===== src/logic/dsc_pkg.sv =====
// Shared constants and types for the debug serial command engine
`default_nettype none
package dsc_pkg;
    localparam int unsigned FRAME_BITS    = 17;
    localparam int unsigned WORD_BITS     = 16;
    // Response words
    localparam logic [15:0] RSP_OK        = 16'hFFFF;
    localparam logic [15:0] RSP_NOT_READY = 16'h0000;
    localparam logic [15:0] RSP_BUS_ERR   = 16'h0001;
    localparam logic [15:0] RSP_ILLEGAL   = 16'hFFFF;
    // Opcode high bytes; no-op is a whole 16-bit word
    localparam logic [7:0]  OP_RREG       = 8'h21;
    localparam logic [7:0]  OP_WREG       = 8'h20;
    localparam logic [7:0]  OP_READ       = 8'h19;
    localparam logic [7:0]  OP_WRITE      = 8'h18;
    localparam logic [7:0]  OP_DUMP       = 8'h1D;
    localparam logic [7:0]  OP_FILL       = 8'h1C;
    localparam logic [15:0] OP_NOP        = 16'h0000;
    // Register commands need this nibble pattern in bits 7..4
    localparam logic [3:0]  REG_NIB       = 4'h8;
    // Field positions
    localparam int unsigned AD_BIT        = 3;
    localparam int unsigned SZ_HI         = 7;
    localparam int unsigned SZ_LO         = 6;
    // Operand sizes
    localparam logic [1:0]  SZ_BYTE       = 2'h0;
    localparam logic [1:0]  SZ_WORD       = 2'h1;
    localparam logic [1:0]  SZ_LONG       = 2'h2;
    // Idle gap after a non-memory transfer, in processor clocks
    localparam int unsigned GAP_CLKS      = 32;
    // Host clock divider half period in system clocks
    localparam int unsigned HALF_DIV      = 4;
    typedef enum logic [2:0]
    {
        DSC_MEM_NONE  = 3'h0,
        DSC_MEM_READ  = 3'h1,
        DSC_MEM_WRITE = 3'h2
    } dsc_mem_t;
endpackage : dsc_pkg
`default_nettype wire


===== src/logic/dsc_link_if.sv =====
// Serial link between development host and debug engine
`default_nettype none
interface dsc_link_if;
    logic sclk;
    logic sdi;
    logic sdo;
    modport dev  (input sclk, input sdi, output sdo);
    modport host (output sclk, output sdi, input sdo);
endinterface : dsc_link_if
`default_nettype wire


===== src/logic/dsc_engine.sv =====
// Debug command engine, device end of the serial debug link
// What this block does
// - Bit 3 selects address/data, bits 2..0 number
// - Address two words; data one or two
// - Low address bits forced to alignment
// - Multi-word values sent high word first
// - Each 17-bit transfer answers earlier commands
// - Opcode transfer returns prior result or status
// - After opcode: not-ready, or illegal if unknown
// - Third transfer not-ready; read starts after it
// - Transfers during memory access get not-ready
// - Accept next transfer 32 clocks later
// - Read results in next one or two transfers (two for long)
// - Byte read data in low eight bits
// - Bus error returns status set, 0x0001
// - Status clear on success, set otherwise
// - Unknown encodings act as no-op, illegal
// - Register read: 32 bits, error if running
// - Register write: 32 bits, 0xFFFF or error
// - Read opcode 0x19 plus size; attributes give space
// - Byte write low-justified; 0xFFFF or 0x0001
// - Dump only after no-op, read, dump
// - Dump reads saved address, then advances it
// - Fill only after write, no-op, fill
// - Not-ready 0x0000; illegal 0xFFFF, status set
// - Size 00 byte, 01 word, 10 long
//
// Chosen here: the register addresses and the plain strobed port.
`default_nettype none
module dsc_engine
(
    input  wire logic                sys_clk_in,
    input  wire logic                rst_n_in,
    input  wire logic                clk_en_in,
    dsc_link_if.dev                  link,
    input  wire logic                cpu_halted_in,
    input  wire logic [4:0]          attr_tt_tm_in,
    output logic                     mem_req_out,
    output logic                     mem_we_out,
    output logic [31:0]              mem_addr_out,
    output logic [1:0]               mem_size_out,
    output logic [31:0]              mem_wdata_out,
    output logic [4:0]               mem_attr_out,
    input  wire logic                mem_done_in,
    input  wire logic                mem_err_in,
    input  wire logic [31:0]         mem_rdata_in,
    output logic                     reg_we_out,
    output logic [3:0]               reg_sel_out,
    output logic [31:0]              reg_wdata_out,
    input  wire logic [31:0]         reg_rdata_in
);
    import dsc_pkg::*;

    typedef enum logic [4:0]
    {
        ST_OPC  = 5'h01,
        ST_EXT  = 5'h02,
        ST_MEM  = 5'h04,
        ST_RES  = 5'h08,
        ST_GAP  = 5'h10
    } dsc_state_t;

    // Align address to operand size
    function automatic logic [31:0] align_addr(input logic [31:0] a, input logic [1:0] sz);
        logic [31:0] r;
        r = a;
        if (sz == SZ_WORD)
            r[0] = 1'b0;
        else if (sz == SZ_LONG)
            r[1:0] = 2'h0;
        return r;
    endfunction

    // Increment for operand size
    function automatic logic [31:0] size_step(input logic [1:0] sz);
        logic [31:0] r;
        r = 32'h1;
        if (sz == SZ_WORD)
            r = 32'h2;
        else if (sz == SZ_LONG)
            r = 32'h4;
        return r;
    endfunction

    // Synchronisers
    logic [1:0]  sclk_sync_reg;
    logic [1:0]  sdi_sync_reg;
    logic        sclk_prev_reg;
    always_ff @(posedge sys_clk_in or negedge rst_n_in)
    begin
        if (!rst_n_in)
        begin
            sclk_sync_reg <= 2'h0;
            sdi_sync_reg  <= 2'h0;
            sclk_prev_reg <= 1'b0;
        end
        else if (clk_en_in)
        begin
            sclk_sync_reg <= {sclk_sync_reg[0], link.sclk};
            sdi_sync_reg  <= {sdi_sync_reg[0], link.sdi};
            sclk_prev_reg <= sclk_sync_reg[1];
        end
    end
    logic sclk_rise;
    assign sclk_rise = clk_en_in && sclk_sync_reg[1] && !sclk_prev_reg;

    // Shifter: 17 bits in, 17 bits out, MSB first
    logic [16:0] rx_reg;
    logic [16:0] tx_reg;
    logic [4:0]  bit_cnt_reg;
    logic        frame_done;
    logic [16:0] resp;
    logic        sdo_reg;
    assign frame_done = sclk_rise && (bit_cnt_reg == 5'(FRAME_BITS - 1));
    logic [16:0] rx_full;
    assign rx_full = {rx_reg[15:0], sdi_sync_reg[1]};
    always_ff @(posedge sys_clk_in or negedge rst_n_in)
    begin
        if (!rst_n_in)
        begin
            rx_reg      <= 17'h0;
            bit_cnt_reg <= 5'h0;
            sdo_reg     <= 1'b0;
            tx_reg      <= {RSP_OK, 1'b0};
        end
        else if (sclk_rise)
        begin
            rx_reg <= rx_full;
            if (frame_done)
            begin
                bit_cnt_reg <= 5'h0;
                tx_reg      <= {resp[15:0], 1'b0};
                sdo_reg     <= resp[16];
            end
            else
            begin
                bit_cnt_reg <= bit_cnt_reg + 5'h1;
                sdo_reg     <= tx_reg[16];
                tx_reg      <= {tx_reg[15:0], 1'b0};
            end
        end
    end
    assign link.sdo = sdo_reg;

    // Command engine
    dsc_state_t  state_reg;
    logic [15:0] cmd_reg;
    logic [15:0] prev_cmd_reg;
    logic [2:0]  ext_left_reg;
    logic [2:0]  res_left_reg;
    logic [31:0] addr_reg;
    logic [31:0] data_reg;
    logic [31:0] result_reg;
    logic [16:0] pend_reg;
    logic        err_reg;
    logic [5:0]  gap_reg;
    logic [1:0]  sz;
    logic [7:0]  op;
    logic        op_ok;
    logic        is_mem;
    logic        is_wr;
    assign sz = rx_full[SZ_HI:SZ_LO];
    assign op = rx_full[15:8];

    always_comb
    begin
        op_ok  = 1'b0;
        is_mem = 1'b0;
        is_wr  = 1'b0;
        if ((op == OP_RREG || op == OP_WREG) && rx_full[7:4] == REG_NIB)
            op_ok = 1'b1;
        else if (rx_full[5:0] == 6'h0 && sz != 2'h3)
        begin
            if (op == OP_READ || op == OP_WRITE)
                op_ok = 1'b1;
            // Dump legal after no-op, read, dump
            else if (op == OP_DUMP)
                op_ok = prev_cmd_reg == OP_NOP || prev_cmd_reg[15:8] == OP_READ
                        || prev_cmd_reg[15:8] == OP_DUMP;
            // Fill legal after write, no-op, fill
            else if (op == OP_FILL)
                op_ok = prev_cmd_reg == OP_NOP || prev_cmd_reg[15:8] == OP_WRITE
                        || prev_cmd_reg[15:8] == OP_FILL;
        end
        is_mem = op == OP_READ || op == OP_WRITE || op == OP_DUMP || op == OP_FILL;
        is_wr  = op == OP_WRITE || op == OP_FILL || op == OP_WREG;
    end

    // Response chosen at frame end for the next frame
    always_comb
    begin
        resp = pend_reg;
        if (state_reg == ST_MEM || state_reg == ST_GAP)
            resp = {1'b1, RSP_NOT_READY};
        else if (state_reg == ST_OPC && rx_full[15:0] != OP_NOP)
        begin
            if (!op_ok)
                resp = {1'b1, RSP_ILLEGAL};
            else
                resp = {1'b1, RSP_NOT_READY};
        end
        else if (state_reg == ST_EXT)
            resp = {1'b1, RSP_NOT_READY};
    end

    always_ff @(posedge sys_clk_in or negedge rst_n_in)
    begin
        if (!rst_n_in)
        begin
            state_reg    <= ST_OPC;
            cmd_reg      <= OP_NOP;
            prev_cmd_reg <= 16'h0001;
            ext_left_reg <= 3'h0;
            res_left_reg <= 3'h0;
            addr_reg     <= 32'h0;
            data_reg     <= 32'h0;
            result_reg   <= 32'h0;
            pend_reg     <= {1'b0, RSP_OK};
            err_reg      <= 1'b0;
            gap_reg      <= 6'h0;
            mem_req_out  <= 1'b0;
            mem_we_out   <= 1'b0;
            mem_addr_out <= 32'h0;
            mem_size_out <= SZ_BYTE;
            mem_wdata_out<= 32'h0;
            mem_attr_out <= 5'h0;
            reg_we_out   <= 1'b0;
            reg_sel_out  <= 4'h0;
            reg_wdata_out<= 32'h0;
        end
        else if (clk_en_in)
        begin
            reg_we_out <= 1'b0;
            unique case (state_reg)
                ST_OPC:
                    if (frame_done)
                    begin
                        pend_reg <= {1'b0, RSP_OK};
                        if (rx_full[15:0] == OP_NOP)
                            prev_cmd_reg <= OP_NOP;
                        else if (!op_ok)
                            prev_cmd_reg <= 16'h0001;
                        else
                        begin
                            cmd_reg <= rx_full[15:0];
                            reg_sel_out <= rx_full[AD_BIT:0];
                            mem_size_out <= sz;
                            if (op == OP_RREG)
                                ext_left_reg <= 3'h0;
                            else if (op == OP_WREG)
                                ext_left_reg <= 3'h2;
                            else if (op == OP_READ)
                                ext_left_reg <= 3'h2;
                            else if (op == OP_WRITE)
                                ext_left_reg <= (sz == SZ_LONG) ? 3'h4 : 3'h3;
                            else if (op == OP_FILL)
                                ext_left_reg <= (sz == SZ_LONG) ? 3'h2 : 3'h1;
                            else
                                ext_left_reg <= 3'h0;
                            if (op == OP_RREG || op == OP_DUMP)
                                state_reg <= is_mem ? ST_MEM : ST_GAP;
                            else
                                state_reg <= ST_EXT;
                            if (op == OP_DUMP)
                            begin
                                mem_addr_out <= align_addr(addr_reg, sz);
                                mem_attr_out <= attr_tt_tm_in;
                                mem_we_out   <= 1'b0;
                                mem_req_out  <= 1'b1;
                            end
                            gap_reg <= 6'h0;
                        end
                    end
                ST_EXT:
                    if (frame_done)
                    begin
                        ext_left_reg <= ext_left_reg - 3'h1;
                        if (cmd_reg[15:8] == OP_READ || (cmd_reg[15:8] == OP_WRITE
                            && ext_left_reg > ((mem_size_out == SZ_LONG) ? 3'h2 : 3'h1)))
                            addr_reg <= {addr_reg[15:0], rx_full[15:0]};
                        else
                            data_reg <= {data_reg[15:0], rx_full[15:0]};
                        // Access starts after the last word
                        if (ext_left_reg == 3'h1)
                            state_reg <= (cmd_reg[15:8] == OP_WREG) ? ST_GAP : ST_MEM;
                        gap_reg <= 6'h0;
                    end
                    else if (mem_req_out == 1'b0 && ext_left_reg == 3'h0)
                        state_reg <= ST_OPC;
                ST_MEM:
                begin
                    mem_addr_out  <= align_addr(addr_reg, mem_size_out);
                    mem_attr_out  <= attr_tt_tm_in;
                    mem_we_out    <= is_wr_cmd(cmd_reg[15:8]);
                    // Byte data taken from low byte
                    mem_wdata_out <= data_reg;
                    // Request rises with address and data
                    mem_req_out   <= 1'b1;
                    if (mem_req_out && mem_done_in)
                    begin
                        mem_req_out <= 1'b0;
                        addr_reg <= align_addr(addr_reg, mem_size_out)
                                    + size_step(mem_size_out);
                        err_reg <= mem_err_in;
                        result_reg <= (mem_size_out == SZ_BYTE) ? {24'h0, mem_rdata_in[7:0]}
                                      : mem_rdata_in;
                        state_reg <= ST_RES;
                    end
                end
                ST_GAP:
                begin
                    gap_reg <= gap_reg + 6'h1;
                    if (gap_reg == 6'(GAP_CLKS - 2))
                    begin
                        err_reg <= !cpu_halted_in;
                        result_reg <= reg_rdata_in;
                        if (cmd_reg[15:8] == OP_WREG && cpu_halted_in)
                        begin
                            reg_we_out    <= 1'b1;
                            reg_wdata_out <= data_reg;
                        end
                        state_reg <= ST_RES;
                    end
                end
                ST_RES:
                begin
                    if (err_reg)
                        pend_reg <= {1'b1, RSP_BUS_ERR};
                    else if (cmd_reg[15:8] == OP_WRITE || cmd_reg[15:8] == OP_FILL
                             || cmd_reg[15:8] == OP_WREG)
                        pend_reg <= {1'b0, RSP_OK};
                    else if (mem_size_out == SZ_LONG || cmd_reg[15:8] == OP_RREG)
                        pend_reg <= {1'b0, result_reg[31:16]};
                    else
                        pend_reg <= {1'b0, result_reg[15:0]};
                    res_left_reg <= (!err_reg && (mem_size_out == SZ_LONG
                                     || cmd_reg[15:8] == OP_RREG) && !is_wr_cmd(cmd_reg[15:8])
                                     && cmd_reg[15:8] != OP_WREG)
                                    ? 3'h2 : 3'h1;
                    prev_cmd_reg <= cmd_reg;
                    state_reg    <= ST_OPC;
                end
                default:
                    state_reg <= ST_OPC;
            endcase
            // Second result word: next frame carries low word
            if (state_reg == ST_OPC && frame_done && res_left_reg == 3'h2)
            begin
                res_left_reg <= 3'h1;
                pend_reg     <= {1'b0, result_reg[15:0]};
            end
        end
    end

    function automatic logic is_wr_cmd(input logic [7:0] o);
        return o == OP_WRITE || o == OP_FILL;
    endfunction

endmodule : dsc_engine
`default_nettype wire


===== src/flat_wrapper.sv =====
// flat-port wrapper written by rule: the top's interface ports become plain ports
module dsc_engine_flat import dsc_pkg::*;
  (sys_clk_in, rst_n_in, clk_en_in, cpu_halted_in, attr_tt_tm_in, mem_req_out, mem_we_out, mem_addr_out, mem_size_out, mem_wdata_out, mem_attr_out, mem_done_in, mem_err_in, mem_rdata_in, reg_we_out, reg_sel_out, reg_wdata_out, reg_rdata_in, link_sclk, link_sdi, link_sdo);
  dsc_link_if link_i ();
  input  wire logic sys_clk_in;
  input  wire logic rst_n_in;
  input  wire logic clk_en_in;
  input  wire logic cpu_halted_in;
  input  wire logic [4:0] attr_tt_tm_in;
  output logic mem_req_out;
  output logic mem_we_out;
  output logic [31:0] mem_addr_out;
  output logic [1:0] mem_size_out;
  output logic [31:0] mem_wdata_out;
  output logic [4:0] mem_attr_out;
  input  wire logic mem_done_in;
  input  wire logic mem_err_in;
  input  wire logic [31:0] mem_rdata_in;
  output logic reg_we_out;
  output logic [3:0] reg_sel_out;
  output logic [31:0] reg_wdata_out;
  input  wire logic [31:0] reg_rdata_in;
  input wire logic [$bits(link_i.sclk)-1:0] link_sclk;
  input wire logic [$bits(link_i.sdi)-1:0] link_sdi;
  output wire logic [$bits(link_i.sdo)-1:0] link_sdo;
  assign link_i.sclk = link_sclk;
  assign link_i.sdi = link_sdi;
  assign link_sdo = link_i.sdo;
  dsc_engine u_core (.sys_clk_in(sys_clk_in), .rst_n_in(rst_n_in), .clk_en_in(clk_en_in), .link(link_i), .cpu_halted_in(cpu_halted_in), .attr_tt_tm_in(attr_tt_tm_in), .mem_req_out(mem_req_out), .mem_we_out(mem_we_out), .mem_addr_out(mem_addr_out), .mem_size_out(mem_size_out), .mem_wdata_out(mem_wdata_out), .mem_attr_out(mem_attr_out), .mem_done_in(mem_done_in), .mem_err_in(mem_err_in), .mem_rdata_in(mem_rdata_in), .reg_we_out(reg_we_out), .reg_sel_out(reg_sel_out), .reg_wdata_out(reg_wdata_out), .reg_rdata_in(reg_rdata_in));
endmodule

===== config.mk =====
export PLATFORM = sky130hd
export DESIGN_NAME = dsc_engine_flat
export DESIGN_NICKNAME = d
export VERILOG_FILES = /design/src/logic/dsc_pkg.sv /design/src/logic/dsc_link_if.sv /design/src/logic/dsc_engine.sv /design/src/flat_wrapper.sv
export SDC_FILE = /design/constraint.sdc
export NUM_CORES = 1
export LEC_CHECK = 0
export ABC_AREA = 1
export ABC_CLOCK_PERIOD_IN_PS = 6450
export BUFFER_PORTS_ARGS = -buffer_cell sky130_fd_sc_hd__buf_2
export CORE_UTILIZATION = 55
export DETAILED_ROUTE_END_ITERATION = 8
export PLACE_DENSITY = 0.83
export REMOVE_ABC_BUFFERS = 1
export SLEW_MARGIN = 30
export SYNTH_ARGS = -nofsm -noshare
export SYNTH_HDL_FRONTEND = slang
export SYNTH_SLANG_ARGS = --single-unit

===== constraint.sdc =====
create_clock -name sys_clk_in -period 6.45 [get_ports sys_clk_in]
set_input_delay 0.9675 -clock sys_clk_in [delete_from_list [all_inputs] [get_ports sys_clk_in]]
set_output_delay 0.9675 -clock sys_clk_in [all_outputs]
set_load 0.02 [all_outputs]

Yosys cells after proc, flatten, opt, wreduce, memory -nomap -nowiden --
Cells that the tools add are included. W data, S select, Z words.
Storage, ports and cells: register bits after elaboration 316, output and inout bits 111, logic and storage cells 245, input port bits 77
Cells by class: equality and inequality tests 43, reduce and logical (&&, ||, !) cells 60, add/subtract/negate cells 4, $lt $le $gt $ge 1, mux-type cells 107, bitwise logic cells 3
Operator list (number):
- $mux W32 | 14
- $pmux W32 S2 | 3
- $mux W17 | 8
- $eq A8 B5 Y1 const B | 11
- $mux W16 | 5
- $mux W5 | 16
- $mux W3 | 13
- $pmux W17 S2 | 1
- $add A32 B32 Y32 | 1
- $eq A8 B6 Y1 const B | 4
- $logic_not A16 Y1 | 2
- $pmux W16 S2 | 1
- $mux W1 | 30
- $mux W6 | 4
- $pmux W5 S4 | 1
- $pmux W6 S3 | 1
- $reduce_and A6 Y1 | 3
- $reduce_and A4 Y1 | 4
- $reduce_bool A16 Y1 | 1
- $logic_and A1 B1 Y1 | 15
- $logic_or A1 B1 Y1 | 14
- $reduce_bool A2 Y1 | 6
- $eq A5 B5 Y1 const B | 2
- $mux W2 | 5
- 32 further kinds | 53

Longest topological paths before layout --
word-level depth 12, gate-level depth with buffers 20, gate-level depth less buffers 20

Worst setup path after synthesis --
OpenSTA, ideal clock, no wires.
path kind in2reg, start point in clk_en_in, end point reg u_core.prev_cmd_reg[11], data required time 6329 ps, library setup time 121 ps, buffers on the path 2, arrival 2330 ps, slack 4000 ps, stages on the path 13, path through buf_4 > nand2_2 > nor2_4 > inv_2 > nor2_8 > nor2_2 > nor2_8 > o21ai_2 > inv_2 > nand2_1 > buf_2 > nand2_1 > o21ai_1
On the way: cells in the longest elaborated chain, start to end 5
Ends and longest elaborated chain:
- from (decl) | RTL line flat_wrapper.sv:7 | input wire logic clk_en_in;
- $logic_and A1 B1 Y1 (2 in series) | RTL line dsc_engine.sv:105 | assign sclk_rise = clk_en_in && sclk_sync_reg[1] && !sclk_prev_reg;
- $logic_and A1 B1 Y1 | RTL line dsc_engine.sv:114 | assign frame_done = sclk_rise && (bit_cnt_reg == 5'(FRAME_BITS - 1));
- $ne A2 B1 Y1 (no line)
- $reduce_and A4 Y1 (no line) *
- to (signal assigned) | RTL line dsc_engine.sv:340 | prev_cmd_reg <= cmd_reg;
- to (decl) | RTL line dsc_engine.sv:148 | logic [15:0] prev_cmd_reg;
Mark *: on every way between the ends. The rest lies on a longest branch, timed or not. A chain may end at the register's enable or synchronous reset.

Worst setup path after layout --
start point in clk_en_in, end point reg u_core.prev_cmd_reg[9]
The elaborated chain is that of the path after synthesis.

==> impl_metrics.csv <==
group,metric,value,unit
global_routing,grt.met1_usage,34.4,%
yosys,synth_ff_type,"dfrtp_1",
timing,fin_crit_sh,58.7,%
clock_tree,clk_latency,530,ps
timing,worst_pin_slew,785,ps
drt,drtIter0Drc,1081,
final_layout,final_common_cell,"nand2_1",
timing,finalSetupViolCount,0,
clock_tree,holdBufCountCts,0,
drt,dr.pass1.iters,8,
drt,vias,12700,
timing,slew_headroom,47.2,%
global_routing,met3_usage,3.72,%
timing,slew_violations,0,
flow_run,drv_cap,0,
outcome,violations,"design-rule violations",
clock_tree,cts-buffers-inserted,34,
global_routing,globalRoute.totalOverflow,0,
setup_path,critPathLaunch,"clk_en_in",
global_routing,grt_pass1_vias,12300,
timing,rsz0062_at_grt,"no",
power_and_ir_drop,power_leakage,0.00841,uW
power_and_ir_drop,power.density,353,nW/um2
setup_path,start_kind,"primary input",
outcome,outcome,"finished, violations left",
placed_design,port_buffers,187,
clock_tree,cts_resized,0,
drt,ant_nets,0,
timing,hold_violations,0,
yosys,syn-instance-count,1811,
global_routing,antenna_found_initial,0,
timing,fin_worst_skew,18.7,ps
final_layout,nFillCells,2232,
floorplan,row_count,59,
power_and_ir_drop,ir_worst_vdd,207,uV
timing,setup_slack,2670,ps
drt,wl_per_cell,15.4,um
yosys,ys_seq_elements,308,
setup_path,critPathArrivalTime,4170,ps
placed_design,hpwlAfterDp,23700,um
placed_design,place_ws,1820,ps
global_routing,gr-usage-met2,45.7,%
clock_tree,numClockSinks,308,
min_path,worstHoldPathType,"in2async",
floorplan,ios,188,
drt,vias_per_cell,5.51,
placed_design,gp_congestion,0.898,
setup_path,worstReg2RegStart,"u_core.sclk_sync_reg[1]",
setup_path,worstRegToRegCells,12,
final_layout,fin_nets,2040,
final_layout,final_cell_mix,"nand2_1 (512), dfrtp_1 (274), o21ai_0 (218)",
yosys,seq_area_frac_synth,52.4,%
floorplan,die-area,27500,um2
final_layout,drive_gt1_share,16.2,%
clock_tree,cts-root-buf,"clkbuf_16",
global_routing,grt_max_degree,121,
floorplan,die_w,166,um
final_layout,area_growth,14.9,%
final_layout,num_antenna_cells,0,
floorplan,die_h,166,um
clock_tree,clk_pin_slew,60,ps
clock_tree,cts_buffer_depth,3,
floorplan,core,26200,um2
yosys,synth_area_per_cell,8.16,um2
yosys,synth_warnings,0,
setup_path,worst_setup_path_end_kind,"flop",
clock_tree,htree_levels,2,
setup_path,crit_type,"in2reg",
global_routing,grt_busiest_layer,"met2",
floorplan,start_util,56.4,%
setup_path,cp_max_fo,54,
clock_tree,cts_tree,"built",
yosys,synth_edf_count,0,
yosys,async_reset_ff_share,100,%
clock_tree,postCtsSetupBuffers,0,
global_routing,grt_usage,26.5,%
yosys,syn_area,14800,um2
global_routing,grt_pass1_wl,60100,um
yosys,synth_cell_type_count,48,
timing,period_needed,3780,ps
timing,clock.fmax,264,MHz
timing,setup_tns,0,ps
drt,finalWirelength,35500,um
setup_path,cp.required,6840,ps
drt,drc,14,
worst paths after layout:
check,endpoint,slack (ps)
setup / recovery,u_core.prev_cmd_reg[9],2670
max in group asynchronous,u_core.gap_reg[0],4980
hold / removal,u_core.data_reg[19],300
setup reg to reg,u_core.prev_cmd_reg[9],2970
min in group sys_clk_in,u_core.mem_addr_out[29],460
hold reg to reg,u_core.mem_addr_out[29],460
cells by family after synthesis:
logic type | count (synthesis) | synth area share [%]
buffers and inverters | 278 | 7.75
XOR/XNOR | 13 | 0.770
flip-flops | 308 | 52.4
AND/OR/NAND/NOR | 815 | 23.9
adder cells (fa/ha/maj) | 15 | 1.27
multiplexers | 9 | 0.609
AO/OA/AOI/OAI | 373 | 13.3
cell usage after synthesis, drive strengths merged, types with 34 or more instances:
master	n	area share, %
dfstp	34	6.0
nand2	516	13
buf	48	1.9
dfrtp	274	46
inv	178	4.5
a21oi	53	1.9
nand3	86	3.0
nand4	71	3.0
nor2	98	2.8
clkbuf	52	1.3
o21ai	288	9.8
area by class of cell:
class                      instances  area [um2]  area share, %
inverter                         178         668           3.93
clock buffer                      51         995           5.86
clock inverter                     8         135          0.796
tap                              335         419           2.47
multi-input combinational       1225        5940           35.0
timing repair buffer             201        1080           6.35
sequential                       308        7750           45.6
per-layer routing:
layer	vias to the layer above	share of wire (%)
met1	5985	43
met3	82	5.0
met5	-	0
met2	399	49
met4	0	2.9
li1	6229	-
critical path, stage by stage:
cell and delay [ps]:
buf_2 210, nand2_2 110, nor2_4 80, buf_4 410, inv_2 290, nor2_8 250, nor2_2 110, nor2_8 530
o21ai_2 210, inv_2 300, nand2_2 390, nand2_1 190, o21ai_1 80
metrics by stage:
stage               std cells  hold WS [ps]  cell area, um2  utilization, %  total power, uW
finish                   2306           298           17000            64.8             6000
global route             2306           301           17000            64.8             6350
CTS                      2304           467           16900            64.6             6020
detailed placement       2245           453           15800            60.3             4050
global placement         2245           451           15800            60.2             3990
floorplan                1711           436           14300               -             3540
where the power goes:
part	switching, uW	internal (uW)
Clock	787	1160
Sequential	334	2360
Combinational	944	416
Total	2060	3930
Power figures use the tool's default switching activity.
